## config.mk

```make
export PLATFORM = sky130hd
export DESIGN_NAME = six_wiper_serial_shift_port
export DESIGN_NICKNAME = d
export VERILOG_FILES = /design/src/include/wiper_port_pkg.sv /design/src/hdl/six_wiper_serial_shift_port.sv
export SDC_FILE = /design/constraint.sdc
export NUM_CORES = 1
export LEC_CHECK = 0
export ABC_AREA = 0
export BUFFER_PORTS_ARGS = -buffer_cell sky130_fd_sc_hd__buf_4
export CAP_MARGIN = 10
export CORE_ASPECT_RATIO = 0.7
export CORE_MARGIN = 1.5
export CORE_UTILIZATION = 53
export CTS_BUF_LIST = sky130_fd_sc_hd__clkbuf_8
export DETAILED_ROUTE_END_ITERATION = 12
export MAX_ROUTING_LAYER = met4
export PLACE_DENSITY = 0.76
export SLEW_MARGIN = 0
export SYNTH_ARGS = -nofsm -noshare
export SYNTH_HDL_FRONTEND = slang
export SYNTH_SLANG_ARGS = --single-unit
```

## constraint.sdc

```tcl
create_clock -name sys_clk -period 2.1 [get_ports sys_clk]
set_clock_uncertainty 0.2 [all_clocks]
set_input_delay 0.315 -clock sys_clk [delete_from_list [all_inputs] [get_ports sys_clk]]
set_output_delay 0.315 -clock sys_clk [all_outputs]
set_load 0.05 [all_outputs]
```

## src/include/wiper_port_pkg.sv

```systemverilog
// Shared constants and carrier types for the six-wiper serial shift port
package wiper_port_pkg;

    // ------------------------------------------------------------------
    // Geometry
    // ------------------------------------------------------------------
    localparam int WIPER_COUNT = 6;
    localparam int FIELD_BITS = 8;
    localparam int POS_BITS = 6;
    localparam int SHIFT_BITS = WIPER_COUNT * FIELD_BITS;
    localparam int HOLD_LSB = 6;
    localparam int FIFO_DEPTH = 4;
    localparam int FIFO_WIDTH = 1;

    // ------------------------------------------------------------------
    // Codes and reset values
    // ------------------------------------------------------------------
    localparam logic [1:0] HOLD_CODE = 2'h3;
    localparam logic [POS_BITS-1:0] WIPER_RESET = 6'h00;
    localparam logic [SHIFT_BITS-1:0] SHIFT_RESET = 48'h0000_0000_0000;
    localparam logic [2:0] LINK_RESET = 3'h0;

    // ------------------------------------------------------------------
    // Carriers
    // ------------------------------------------------------------------
    typedef struct packed {
        logic port_enable;
        logic serial_clock;
        logic serial_data;
    } link_in_type;

    typedef struct packed {
        logic [1:0] hold;
        logic [POS_BITS-1:0] position;
    } wiper_field_type;

    typedef logic [WIPER_COUNT-1:0][POS_BITS-1:0] wiper_set_type;

endpackage

```

## src/hdl/six_wiper_serial_shift_port.sv

```systemverilog
// Serial shift port, bit FIFO and wiper registers of a six-wiper pot
`timescale 1ns/1ps

// How it works
// After reset every wiper sits at position zero, the low end.
// The serial port acts only while serial_port_enable is high.
// Host opens every wiper-changing transaction with enable rising.
// Input bits enter a 48-bit shift register one at a time, LSB first.
// While enabled, each serial clock rising edge samples serial_data_in.
// Host sends potentiometer one's field first, then two through six.
// Each field is 8 bits; bits 0 to 5 hold the wiper position.
// Field bits 7:6 equal 11 keep the wiper; otherwise bits 5:0 apply.
// Position 63 is the high end, 0 the low end, one step per code.
// Host shifts all 48 bits in every read or write transaction.
// First bit on cascade_data_out is potentiometer one's field LSB.
// cascade_data_out is driven at all times, enabled or not.
// With enable low, data and clock are ignored; register holds.
// Chained devices need exactly 48 bits per device per transaction.
// Last register bit drives cascade output; new bit enters position one.
// Enable falling ends the transfer and applies fields to the wipers.
// Looping cascade out to data in for 48 bits leaves wipers unchanged.
// After reset the shift register holds all zeros, matching wipers.

// ----------------------------------------------------------------------
// Small FIFO with valid/ready on both sides
// ----------------------------------------------------------------------
module bit_fifo #(
    parameter int WIDTH = 1,
    parameter int DEPTH = 4
) (
    input wire logic sys_clk,
    input wire logic rst_b,
    input wire logic in_valid,
    output logic in_ready,
    input wire logic [WIDTH-1:0] in_data,
    output logic out_valid,
    input wire logic out_ready,
    output logic [WIDTH-1:0] out_data
);
    localparam int AW = (DEPTH > 1) ? $clog2(DEPTH) : 1;

    logic [WIDTH-1:0] mem_reg [DEPTH];
    logic [AW:0] wr_ptr_reg;
    logic [AW:0] rd_ptr_reg;
    logic [AW:0] fill;
    logic push;
    logic pop;

    assign fill = wr_ptr_reg - rd_ptr_reg;
    assign in_ready = (fill != (AW+1)'(DEPTH));
    assign out_valid = (fill != '0);
    assign push = in_valid && in_ready;
    assign pop = out_valid && out_ready;
    assign out_data = mem_reg[rd_ptr_reg[AW-1:0]];

    // ------------------------------------------------------------------
    // Storage
    // ------------------------------------------------------------------
    always_ff @(posedge sys_clk) begin
        if (push) begin
            mem_reg[wr_ptr_reg[AW-1:0]] <= in_data;
        end
    end

    // Depth is a power of two, so pointers wrap naturally
    always_ff @(posedge sys_clk) begin
        if (!rst_b) begin
            wr_ptr_reg <= '0;
        end else if (push) begin
            wr_ptr_reg <= wr_ptr_reg + (AW+1)'(1);
        end
    end

    always_ff @(posedge sys_clk) begin
        if (!rst_b) begin
            rd_ptr_reg <= '0;
        end else if (pop) begin
            rd_ptr_reg <= rd_ptr_reg + (AW+1)'(1);
        end
    end
endmodule

// ----------------------------------------------------------------------
// Top: link sampling, shift register, wiper apply
// ----------------------------------------------------------------------
module six_wiper_serial_shift_port (
    input wire logic sys_clk,
    input wire logic rst_b,
    input wire logic serial_port_enable,
    input wire logic serial_clock,
    input wire logic serial_data_in,
    output logic cascade_data_out,
    output wiper_port_pkg::wiper_set_type wiper_position,
    output logic transfer_active,
    output logic bit_overrun
);

    // ------------------------------------------------------------------
    // Pin synchronisers
    // ------------------------------------------------------------------
    wiper_port_pkg::link_in_type link_raw;
    wiper_port_pkg::link_in_type link_meta_reg;
    wiper_port_pkg::link_in_type link_sync_reg;
    wiper_port_pkg::link_in_type link_prev_reg;

    assign link_raw.port_enable = serial_port_enable;
    assign link_raw.serial_clock = serial_clock;
    assign link_raw.serial_data = serial_data_in;

    // First stage feeds only the second stage
    always_ff @(posedge sys_clk) begin
        if (!rst_b) begin
            link_meta_reg <= wiper_port_pkg::LINK_RESET;
            link_sync_reg <= wiper_port_pkg::LINK_RESET;
        end else begin
            link_meta_reg <= link_raw;
            link_sync_reg <= link_meta_reg;
        end
    end

    always_ff @(posedge sys_clk) begin
        if (!rst_b) begin
            link_prev_reg <= wiper_port_pkg::LINK_RESET;
        end else begin
            link_prev_reg <= link_sync_reg;
        end
    end

    // ------------------------------------------------------------------
    // Edge detection
    // ------------------------------------------------------------------
    logic port_on;
    logic clock_rise;
    logic enable_fall;

    assign port_on = link_sync_reg.port_enable;
    // Clock edges count only while the port is on; stray edges are dropped
    assign clock_rise = port_on && link_sync_reg.serial_clock
        && !link_prev_reg.serial_clock;
    assign enable_fall = link_prev_reg.port_enable
        && !link_sync_reg.port_enable;

    always_ff @(posedge sys_clk) begin
        if (!rst_b) begin
            transfer_active <= 1'b0;
        end else begin
            transfer_active <= port_on;
        end
    end

    // ------------------------------------------------------------------
    // Bit FIFO between sampling and the shift register
    // ------------------------------------------------------------------
    logic fifo_in_ready;
    logic fifo_out_valid;
    logic fifo_out_ready;
    logic [wiper_port_pkg::FIFO_WIDTH-1:0] fifo_out_data;
    logic apply_pending_reg;
    logic apply_now;

    // Apply waits for every bit of the closing frame to be shifted in
    assign apply_now = apply_pending_reg && !fifo_out_valid;
    assign fifo_out_ready = !apply_now;

    bit_fifo #(
        .WIDTH(wiper_port_pkg::FIFO_WIDTH),
        .DEPTH(wiper_port_pkg::FIFO_DEPTH)
    ) sample_fifo (
        .sys_clk(sys_clk),
        .rst_b(rst_b),
        .in_valid(clock_rise),
        .in_ready(fifo_in_ready),
        .in_data(link_sync_reg.serial_data),
        .out_valid(fifo_out_valid),
        .out_ready(fifo_out_ready),
        .out_data(fifo_out_data)
    );

    // Cannot happen at the rated link rate; flagged rather than hidden
    always_ff @(posedge sys_clk) begin
        if (!rst_b) begin
            bit_overrun <= 1'b0;
        end else if (clock_rise && !fifo_in_ready) begin
            bit_overrun <= 1'b1;
        end
    end

    // ------------------------------------------------------------------
    // Shift register
    // ------------------------------------------------------------------
    logic [wiper_port_pkg::SHIFT_BITS-1:0] shift_reg;
    logic [wiper_port_pkg::SHIFT_BITS-1:0] shift_next;
    logic shift_step;

    assign shift_step = fifo_out_valid && fifo_out_ready;

    always_comb begin
        shift_next = shift_reg;
        if (shift_step) begin
            // New bit into position one, top bit toward the output
            shift_next = {shift_reg[wiper_port_pkg::SHIFT_BITS-2:0],
                fifo_out_data[0]};
        end
    end

    always_ff @(posedge sys_clk) begin
        if (!rst_b) begin
            shift_reg <= wiper_port_pkg::SHIFT_RESET;
        end else begin
            shift_reg <= shift_next;
        end
    end

    // Top bit holds pot one LSB of the previous frame at frame start
    always_ff @(posedge sys_clk) begin
        if (!rst_b) begin
            cascade_data_out <= 1'b0;
        end else begin
            cascade_data_out <= shift_next[wiper_port_pkg::SHIFT_BITS-1];
        end
    end

    // ------------------------------------------------------------------
    // Apply sequencing
    // ------------------------------------------------------------------
    always_ff @(posedge sys_clk) begin
        if (!rst_b) begin
            apply_pending_reg <= 1'b0;
        end else if (enable_fall) begin
            apply_pending_reg <= 1'b1;
        end else if (apply_now) begin
            apply_pending_reg <= 1'b0;
        end
    end

    // ------------------------------------------------------------------
    // Wiper registers, one per channel
    // ------------------------------------------------------------------
    // Pot one arrived first, so it sits at the top byte, LSB highest
    genvar ch;
    genvar b;
    generate
        for (ch = 0; ch < wiper_port_pkg::WIPER_COUNT; ch++) begin : g_wiper
            logic [wiper_port_pkg::FIELD_BITS-1:0] field_bits;
            wiper_port_pkg::wiper_field_type field;

            for (b = 0; b < wiper_port_pkg::FIELD_BITS; b++) begin : g_bit
                assign field_bits[b] = shift_reg[wiper_port_pkg::SHIFT_BITS-1
                    - ch*wiper_port_pkg::FIELD_BITS - b];
            end
            assign field = field_bits;

            always_ff @(posedge sys_clk) begin
                if (!rst_b) begin
                    wiper_position[ch] <= wiper_port_pkg::WIPER_RESET;
                end else if (apply_now
                    && field.hold != wiper_port_pkg::HOLD_CODE) begin
                    // Code maps straight to tap count above low end
                    wiper_position[ch] <= field.position;
                end
            end
        end
    endgenerate

endmodule

```

# == Yosys cells after proc, flatten, opt, wreduce, memory -nomap -nowiden ==
# Memories as Yosys holds them, arrays and structs flattened. A register that Yosys moved wholly into a read port is not among the register bits.
# Cells that the tools add are included.
# op_classes
addsub,3
n_eq_ne,7
mux,4
reduce_logical,21
# ops
op,n
1-bit logical AND,13
"2-bit inequality test, second input constant",6
"3-bit by 1-bit adder with 3-bit output, second input constant",2
1-bit logical NOT,6
1-bit two-way mux,4
"3-bit inequality test, second input constant",1
3-bit nonzero test,1
3-bit subtractor,1
2-bit nonzero test,1
# totals
memories,1
ramBits,4
regBits,100
elab_cells,56
# memory_table
name,depth,word_bits,read_ports,rd_ports_with_merged_regs,write_ports,line_no,rtl
sample_fifo.mem_reg,4,1,1,1,1,six_wiper_serial_shift_port.sv:42,logic [WIDTH-1:0] mem_reg [DEPTH];

# == Longest topological paths before layout ==
# Gate-level depths: netlist (run 1).
# depth
depth_word,6
depth_mapped,8
ltp_nobuf,6

# == By module ==
# A second synthesis (run 1) with hierarchy kept.
# unflattened
hier_cells,399
area_unflattened_um2,4255.3
# by_module_without_submodules
module,area_per_inst_um2,instances,cells_per_inst
six_wiper_serial_shift_port,3595.9,1,341
bit_fifo,659.4,1,58

# == Least setup slack after synthesis (run 1) ==
# Ideal clock, no wire load.
# synth_timing
kind,register -> register
start,register sample_fifo.wr_ptr_reg[0]
end,register wiper_position[0] (netlist name)
setup_ns,0.072
arrival_time_ns,1.868
n_path_buf,1
path_slack_ns,-0.040
path_stages_with_launch,8
period_less_slack_ns,2.140
path_cell_list,dfxtp_1 -> inv_1 -> ha_1 -> and2_1 -> buf_2 -> nand2_1 -> a211oi_2 -> mux2i_1
# synth_via
elab_chain_cells,5
# synth_rtl
element,line_no,rtl
from (decl),six_wiper_serial_shift_port.sv:43,logic [AW:0] wr_ptr_reg;
from (signal assigned),six_wiper_serial_shift_port.sv:70,wr_ptr_reg <= wr_ptr_reg + (AW+1)'(1);
3-bit subtractor,six_wiper_serial_shift_port.sv:49,assign fill = wr_ptr_reg - rd_ptr_reg;
3-bit nonzero test,six_wiper_serial_shift_port.sv:51,assign out_valid = (fill != '0);
1-bit logical NOT,six_wiper_serial_shift_port.sv:162,assign apply_now = apply_pending_reg && !fifo_out_valid;
1-bit logical AND,six_wiper_serial_shift_port.sv:162,
1-bit logical AND,six_wiper_serial_shift_port.sv:257,&& field.hold != wiper_port_pkg::HOLD_CODE) begin
"to (signal, indexed assignment)",six_wiper_serial_shift_port.sv:255,wiper_position[ch] <= wiper_port_pkg::WIPER_RESET;
"to (signal, indexed assignment)",six_wiper_serial_shift_port.sv:259,wiper_position[ch] <= field.position;
to (decl),six_wiper_serial_shift_port.sv:93,"output wiper_port_pkg::wiper_set_type wiper_position,"
# No other way between the ends.
# A chain may end at the register's enable or synchronous reset.

# == Final worst setup path (run 1) ==
# layout_timing
start,register sample_fifo.wr_ptr_reg[0]
end,register shift_reg[2] (netlist name)
# layout_via
elab_chain_cells,6
# layout_rtl
element,line_no,rtl
3-bit subtractor *,six_wiper_serial_shift_port.sv:49,
3-bit nonzero test *,six_wiper_serial_shift_port.sv:51,
1-bit logical NOT,six_wiper_serial_shift_port.sv:162,
1-bit logical AND,six_wiper_serial_shift_port.sv:162,
1-bit logical NOT,six_wiper_serial_shift_port.sv:163,assign fifo_out_ready = !apply_now;
1-bit logical AND *,six_wiper_serial_shift_port.sv:195,assign shift_step = fifo_out_valid && fifo_out_ready;
to (signal assigned),six_wiper_serial_shift_port.sv:208,shift_reg <= wiper_port_pkg::SHIFT_RESET;
to (signal assigned),six_wiper_serial_shift_port.sv:210,shift_reg <= shift_next;
to (decl),six_wiper_serial_shift_port.sv:191,logic [wiper_port_pkg::SHIFT_BITS-1:0] shift_reg;
# Mark *: on every way between the ends. The rest lies on a longest branch, timed or not.

==> results of run 1 <==
==> worst paths after layout <==
kind                                     startpoint                          to  slack [ns]  cells after the start
max          sample_fifo.wr_ptr_reg[0]$_SDFFE_PN0P_   shift_reg[2]$_SDFFE_PN0P_        0.05                      8
min                                           rst_b  shift_reg[25]$_SDFFE_PN0P_        0.24                      2
min reg2reg             link_meta_reg[2]$_SDFF_PN0_          port_on$_SDFF_PN0_        0.25                      1
max reg2reg  sample_fifo.wr_ptr_reg[0]$_SDFFE_PN0P_   shift_reg[2]$_SDFFE_PN0P_        0.05                      8
==> area by class of cell <==
cell class,instances,share of cell area
clock buffer,9,0.0234
clock inverter,7,0.0177
inverter,4,0.00283
multi-input combinational,313,0.384
sequential,106,0.408
tap,101,0.0238
timing repair buffer,82,0.140
==> worst reg2reg max path, stage by stage, from the launching register on <==
cell and delay [ns]:
dfxtp_1 0.35, inv_1 0.06, ha_1 0.18, nor2b_4 0.16
xnor2_4 0.33, buf_12 0.18, buf_4 0.19, o21ai_0 0.13
a21boi_0 0.21
==> through the flow <==
| step | setup WS [ns] | util | setup TNS, ns |
|---|---|---|---|
| final | 0.0457 | 0.673 | 0 |
| after global placement | -0.113 | 0.626 | -4.09 |
| after floorplan | -0.0398 | - | -1.26 |
| after global routing | -0.0514 | 0.673 | -0.489 |
| after CTS | 0.0676 | 0.659 | 0 |
| after detailed placement | -0.181 | 0.626 | -8.15 |
==> power breakdown <==
group,internal [mW],switching (mW)
clock,0.672,0.683
combinational,0.644,1.08
sequential,2.09,0.0533
==> layer usage <==
layer / wire (um) / up-vias / part of all wire / GRT usage
li1: - / 1694 / - / -
met1: 4520 / 1584 / 0.50 / 0.282
met2: 4100 / 60 / 0.45 / 0.334
met3: 415 / 6 / 0.046 / 0.0718
met4: 58 / 0 / 0.0064 / 0.0641
met5: 0 / - / 0 / -
==> timing repair <==
action | 4_1_cts | 5_1_grt
cloned | 0 | 2
pin swaps | 0 | 1
gates resized for setup | 3 | 11
endpoints found under the setup margin | 94 | 22
hold endpoints to repair | 3 | 0
hold buffers | 3 | 0
buffers inserted | 0 | 5
==> cells by family after synthesis <==
logic type / Yosys count
mux: 41
simple gates: 150
fa+ha+maj: 7
flops: 106
xor+xnor: 3
compound gates: 112
buf+inv: 41
==> Yosys cell counts <==
cell / instances
dfxtp_1: 102
nand2_1: 80
o21ai_0: 52
nand3_1: 49
a21boi_0: 41
mux2i_1: 40
clkbuf_1: 31
and2_1: 12
a21boi_1: 10
ha_1: 7
a211oi_2: 6
buf_2: 5
edfxtp_1: 4
inv_1: 4
nand2b_1: 3
and3_1: 2
xnor2_2: 2
a211oi_4: 1
a21oi_1: 1
buf_6: 1
mux4_2: 1
nand3b_1: 1
nor2b_1: 1
nor3_1: 1
o21a_1: 1
or3_1: 1
xor2_1: 1
==> summary.md, run 1 <==
| Metric | Value |
|---|---|
| Pwr dens | 985 nW/um2 |
| Achievable Freq | between 0.4 and 0.5 GHz |
| Final cell count without fillers | 622 |
| CTS tree | built |
| Unrepaired setup endpoints after global routing | yes |
| Clock transition at the registers of the reported paths | ~0.10 ns |
| HPWL after DPL | between 5 and 6 mm |
| Ports | 44 |
| Synthesis Warnings | 0 |
| Core area | between 7000 and 8000 um2 |
| Die ar. | approximately 8700 um2 |
| Max FFs per register | 47 |
| Cell Area, Synth | roughly 4300 um2 |
| Placed cell area | approximately 4900 um2 |
| Post-synthesis area per instance | around 9.4 um2 |
| Wire per inst | roughly 15 um |
| VDD IR-drop max | between 0.7 and 0.8 mV |
| Row Count | 27 |
| Area occupied by registers | 2160 um2 |
| Total Wirelength | 9.10 mm |
| Initial Utilization | 0.547 |
| Crit Path Class | reg -> reg |
| Worst EP arrival | 2.15 ns |
| Slowest cell on the critical path | dfxtp_1 |
| Critical Path RT | between 2 and 2.5 ns |
| TritonCTS Buffers | 9 |
| Synth Area in XOR/XNOR | 0.00958 |
| Inst Count DP | just under 600 |
| Fin Hold WS | 0.239 ns |
| Drt via density | ~5.4 |
| Outcome | completed |
| Worst setup EP type | register |
| Worst-Skew Late Latency | 0.38 ns |
| Synth Area in Compound Gates | 0.174 |
| Post-route minimum period | between 2 and 2.5 ns |
| Port Buffer Count | between 40 and 50 |
| GP Congestion | approximately 0.81 |
| Initial antenna violation count | 0 |
| Nets | 528 |
| Crit-path cells | inv_1 -> ha_1 -> nor2b_4 -> xnor2_4 -> buf_12 -> buf_4 -> o21ai_0 -> a21boi_0 |
| DR DRC count | 0 |
| Area of the multi-input gates | approximately 2000 um2 |
| Design area | roughly 5300 um2 |
| Crit-path leading delay family | buffers and inverters |
| Fill count | roughly 610 |
| Simple-Gate Fraction of Synth Area | 0.157 |
| Number of antenna diodes | 0 |
| Max clock buf depth | 2 |
| Htree depth | 3 |
| CP max FO | 14 |
| Mapped Nets | around 470 |
| CP max stage delay | 0.35 ns |
| Max cap viols | 0 |
| Die X | 111 um |
| First-pass GRT wire length | 14.8 mm |
| Vias in the first global route | 3199 |
| Slew margin rel. | 0.647 |
| Worst Hold Class | in -> reg |
| Clock root buffer master | clkbuf_8 |
| Seq/Total Area, Yosys | 0.502 |
| Area leader, netlist | dfxtp_1 |
| GRT overflow | 0 |
| Layout cells sized above 1 | 0.211 |
| DR pass1 iterations | 4 |
| Die height | between 70 and 80 um |
| Commonest non-fill, non-tap cells in the layout | 101 x dfxtp_1, 79 x nand2_1, 69 x buf_4 |
| Measured slew at the worst slew-check pin | around 0.53 ns |
| Area contributors post-synth | dfxtp_1 47%, mux2i_1 9.3%, a21boi_0 7.1% |
| Vias post-DR | 3344 |
| Share of the synthesized area in the top cell type | 0.474 |
| Cells after synthesis | between 400 and 500 |
| Fin. Hold Viols | 0 |
| Largest family of logic cells by synthesized area | compound AO/OA/AOI/OAI gates |
| Detailed router's first-iteration violation count | about 350 |
| Mux cell area share after synthesis | 0.0981 |
| Synth Register Bits | between 100 and 150 |
| Setup violators final | 0 |
| Synth Area in Adders | 0.0203 |
| Power, Total | 5.22 mW |
| Max-slew violation count | 0 |
| Post-DRT Antenna Nets | 0 |
| GRT Resource Usage Total | 0.220 |
| Crit share post-route | 0.978 |
| Buf+Inv Stages, Crit Path | 3 |
| Worst setup SP type | register |
| Commonest non-fill, non-tap cell in the layout | dfxtp_1 |
| Area Growth Syn to Fin | 23.0% |
| Yosys cell types | 27 |
| Maximum number of pins on one net before global-route repair | 54 |
| # clock sinks | between 100 and 150 |
| Lkg Pwr | 1.89 nW |
Power figures use the tool's default switching activity.
==> run 2, diff against run 1 <==
Settings changed: PLACE_DENSITY 0.76 to not set, PLACE_DENSITY_LB_ADDON set to 0.08.
==> run 2 against run 1 <==
  * Core utilization fell by 0.92 points
  * Register-to-register slack improved by 0.04 ns
  * Total power fell by 3.6%
  * Sequential share of layout area rose by 0.57 points
  * Die area did not move
  * Combinational power fell by 6%
  * Cell area fell by 1.4%
  * Clock power fell by 6%
  * Non-clock buffer count fell by 8
  * Clock-buffer cell count rose by 2
  * Worst setup slack improved by 0.039 ns
  * Largest cell class unchanged
  * Largest power group unchanged
==> summary.md, run 2 (synthesized netlist as in run 1, its figures left out) <==
| Metric | Value |
|---|---|
| HPWL after DPL | between 5 and 6 mm |
| GRT Resource Usage Total | 0.218 |
| Number of antenna diodes | 0 |
| Slowest cell on the critical path | dfxtp_1 |
| Maximum number of pins on one net before global-route repair | 50 |
| Post-DRT Antenna Nets | 0 |
| Worst Hold Class | in -> reg |
| R2R Setup Slk | roughly 0.085 ns |
| Crit share post-route | 0.960 |
| Max FFs per register | 47 |
| Commonest non-fill, non-tap cells in the layout | 101 x dfxtp_1, 79 x nand2_1, 61 x buf_4 |
| Pre-CTS setup slack | -0.191 ns |
| Internal power | between 3 and 4 mW |
| Outcome | completed |
| CP max stage delay | between 0.3 and 0.4 ns |
| CP max FO | 26 |
| Initial Utilization | 0.547 |
| Die height | 78.4 um |
| Area occupied by registers | approximately 2200 um2 |
| DR DRC count | 0 |
| Reg power frac | 0.424 |
| Clock power frac | 0.253 |
| GP Congestion | 0.748 |
| Wire per inst | 13.9 um |
| Worst Hold Launch | rst_b |
| TritonCTS Buffers | 9 |
| Max-slew violation count | 0 |
| Worst setup EP type | register |
| Measured slew at the worst slew-check pin | 0.462 ns |
| Worst EP arrival | ~2.1 ns |
| Drt via density | 5.36 |
| Unrepaired setup endpoints after global routing | no |
| Die X | roughly 110 um |
| Lkg Pwr | between 1.5 and 2 nW |
| Worst-Skew Late Latency | between 0.3 and 0.4 ns |
| Max cap viols | 0 |
| Pwr dens | between 900 and 1000 nW/um2 |
| Port Buffer Count | 43 |
| Comb power frac | 0.323 |
| Ports | 44 |
| Area Growth Syn to Fin | 21.3% |
| Worst setup SP type | register |
| Fill count | 649 |
| Endpoint of the worst hold path | wiper_position[16]$_SDFFE_PN0P_ |
| Psw | around 1.7 mW |
| GRT overflow | 0 |
| Core area | between 7000 and 8000 um2 |
| Commonest non-fill, non-tap cell in the layout | dfxtp_1 |
| Die ar. | around 8700 um2 |
| Crit-path cells | xnor2_2 -> buf_4 -> xor2_4 -> buf_12 -> nand3_1 -> a21boi_0 |
| Row Count | 27 |
| Clock root buffer master | clkbuf_8 |
| Hold depth | 3 |
| Vias in the first global route | 3178 |
| Post-CTS setup buffer count | 0 |
| DR pass1 iterations | 5 |
| VDD IR-drop max | between 0.7 and 0.8 mV |
| Nets | 520 |
| Clock transition at the registers of the reported paths | around 0.10 ns |
| Area of the multi-input gates | ~2000 um2 |
| Initial antenna violation count | 0 |
| Fin. Hold Viols | 0 |
| Slew margin rel. | 0.692 |
| Crit Path Class | reg -> reg |
| Max clock buf depth | 2 |
| Critical Path RT | between 2 and 2.5 ns |
| Vias post-DR | 3291 |
| First-pass GRT wire length | 14.9 mm |
| CTS tree | built |
| Total Wirelength | between 8 and 9 mm |
| Post-route minimum period | 2.02 ns |
| # clock sinks | ~110 |
| Worst Reg-to-Reg Cells | 6 |
| Setup violators final | 0 |
| Layout cells sized above 1 | 0.201 |
| Sw frac | 0.346 |
| Htree depth | 3 |
| Critical R2R Launch | sample_fifo.rd_ptr_reg[2]$_SDFFE_PN0P_ |
| Placed cell area | between 4000 and 5000 um2 |
| Design area | 5230 um2 |
| Detailed router's first-iteration violation count | 287 |
| Setup WS post-layout | 0.0848 ns |
| Achievable Freq | a little under 0.5 GHz |
## run 2: critical path: cells and delay by family (launching register included)
family                 cells  cell delay, ns
AND/OR/NAND/NOR            1            0.10
buffers and inverters      2            0.40
flip-flops                 1            0.38
XOR/XNOR                   2            0.48
AO/OA/AOI/OAI              1            0.33
## run 2: worst max-delay path by stage
| stage | startpoint | endpoint | slack [ns] | cells past startpoint |
|---|---|---|---|---|
| after floorplan | sample_fifo.wr_ptr_reg[0]$_SDFFE_PN0P_ | wiper_position[0]$_SDFFE_PN0P_ | -0.04 | 7 |
| after global placement | sample_fifo.rd_ptr_reg[1]$_SDFFE_PN0P_ | sample_fifo.mem_reg[2]$_DFFE_PP_ | -0.12 | 7 |
| after detailed placement | sample_fifo.rd_ptr_reg[1]$_SDFFE_PN0P_ | sample_fifo.mem_reg[1]$_DFFE_PP_ | -0.19 | 7 |
| after CTS | sample_fifo.rd_ptr_reg[1]$_SDFFE_PN0P_ | sample_fifo.mem_reg[1]$_DFFE_PP_ | 0.08 | 7 |
| after global routing | sample_fifo.rd_ptr_reg[1]$_SDFFE_PN0P_ | wiper_position[5]$_SDFFE_PN0P_ | 0.005 | 8 |
| final | sample_fifo.rd_ptr_reg[2]$_SDFFE_PN0P_ | register | 0.08 | 6 |
## run 2: metrics by stage
step | std cells | TNS (ns) | hold slack (ns) | utilization | total power [mW]
after CTS | 614 | 0 | 0.195 | 0.663 | 5.06
after global placement | 595 | -3.60 | 0.217 | 0.632 | 3.74
after floorplan | 460 | -1.26 | 0.212 | - | 3.08
final | 614 | 0 | 0.204 | 0.664 | 5.03
after global routing | 614 | 0 | 0.217 | 0.664 | 5.30
after detailed placement | 595 | -6.80 | 0.225 | 0.632 | 3.77
## run 2: layout make-up
| type | count | share of cell area |
|---|---|---|
| clock buffer | 11 | 0.0290 |
| clock inverter | 5 | 0.0101 |
| inverter | 4 | 0.00287 |
| multi-input combinational | 313 | 0.388 |
| sequential | 106 | 0.414 |
| tap | 101 | 0.0242 |
| timing repair buffer | 74 | 0.132 |
## run 2: routing by layer
layer  part of all wire  track usage
met1               0.50        0.289
met2               0.45        0.333
met3              0.032       0.0587
met4              0.010       0.0564
met5                  0            -
## run 2: power groups by stage
stage / logic [mW] / registers, mW / clock network (mW)
2_1_floorplan: 0.903 / 2.17 / 0
3_3_place_gp: 1.57 / 2.17 / 0
3_5_place_dp: 1.60 / 2.18 / 0
4_1_cts: 1.61 / 2.13 / 1.32
5_1_grt: 1.75 / 2.14 / 1.40
6_report: 1.62 / 2.13 / 1.27
## run 2: repair_timing
item                                    CTS  global route
resized for setup                         3             3
endpoints found under the setup margin   78            14
hold buffers                              3             0
hold endpoints to repair                  3             0
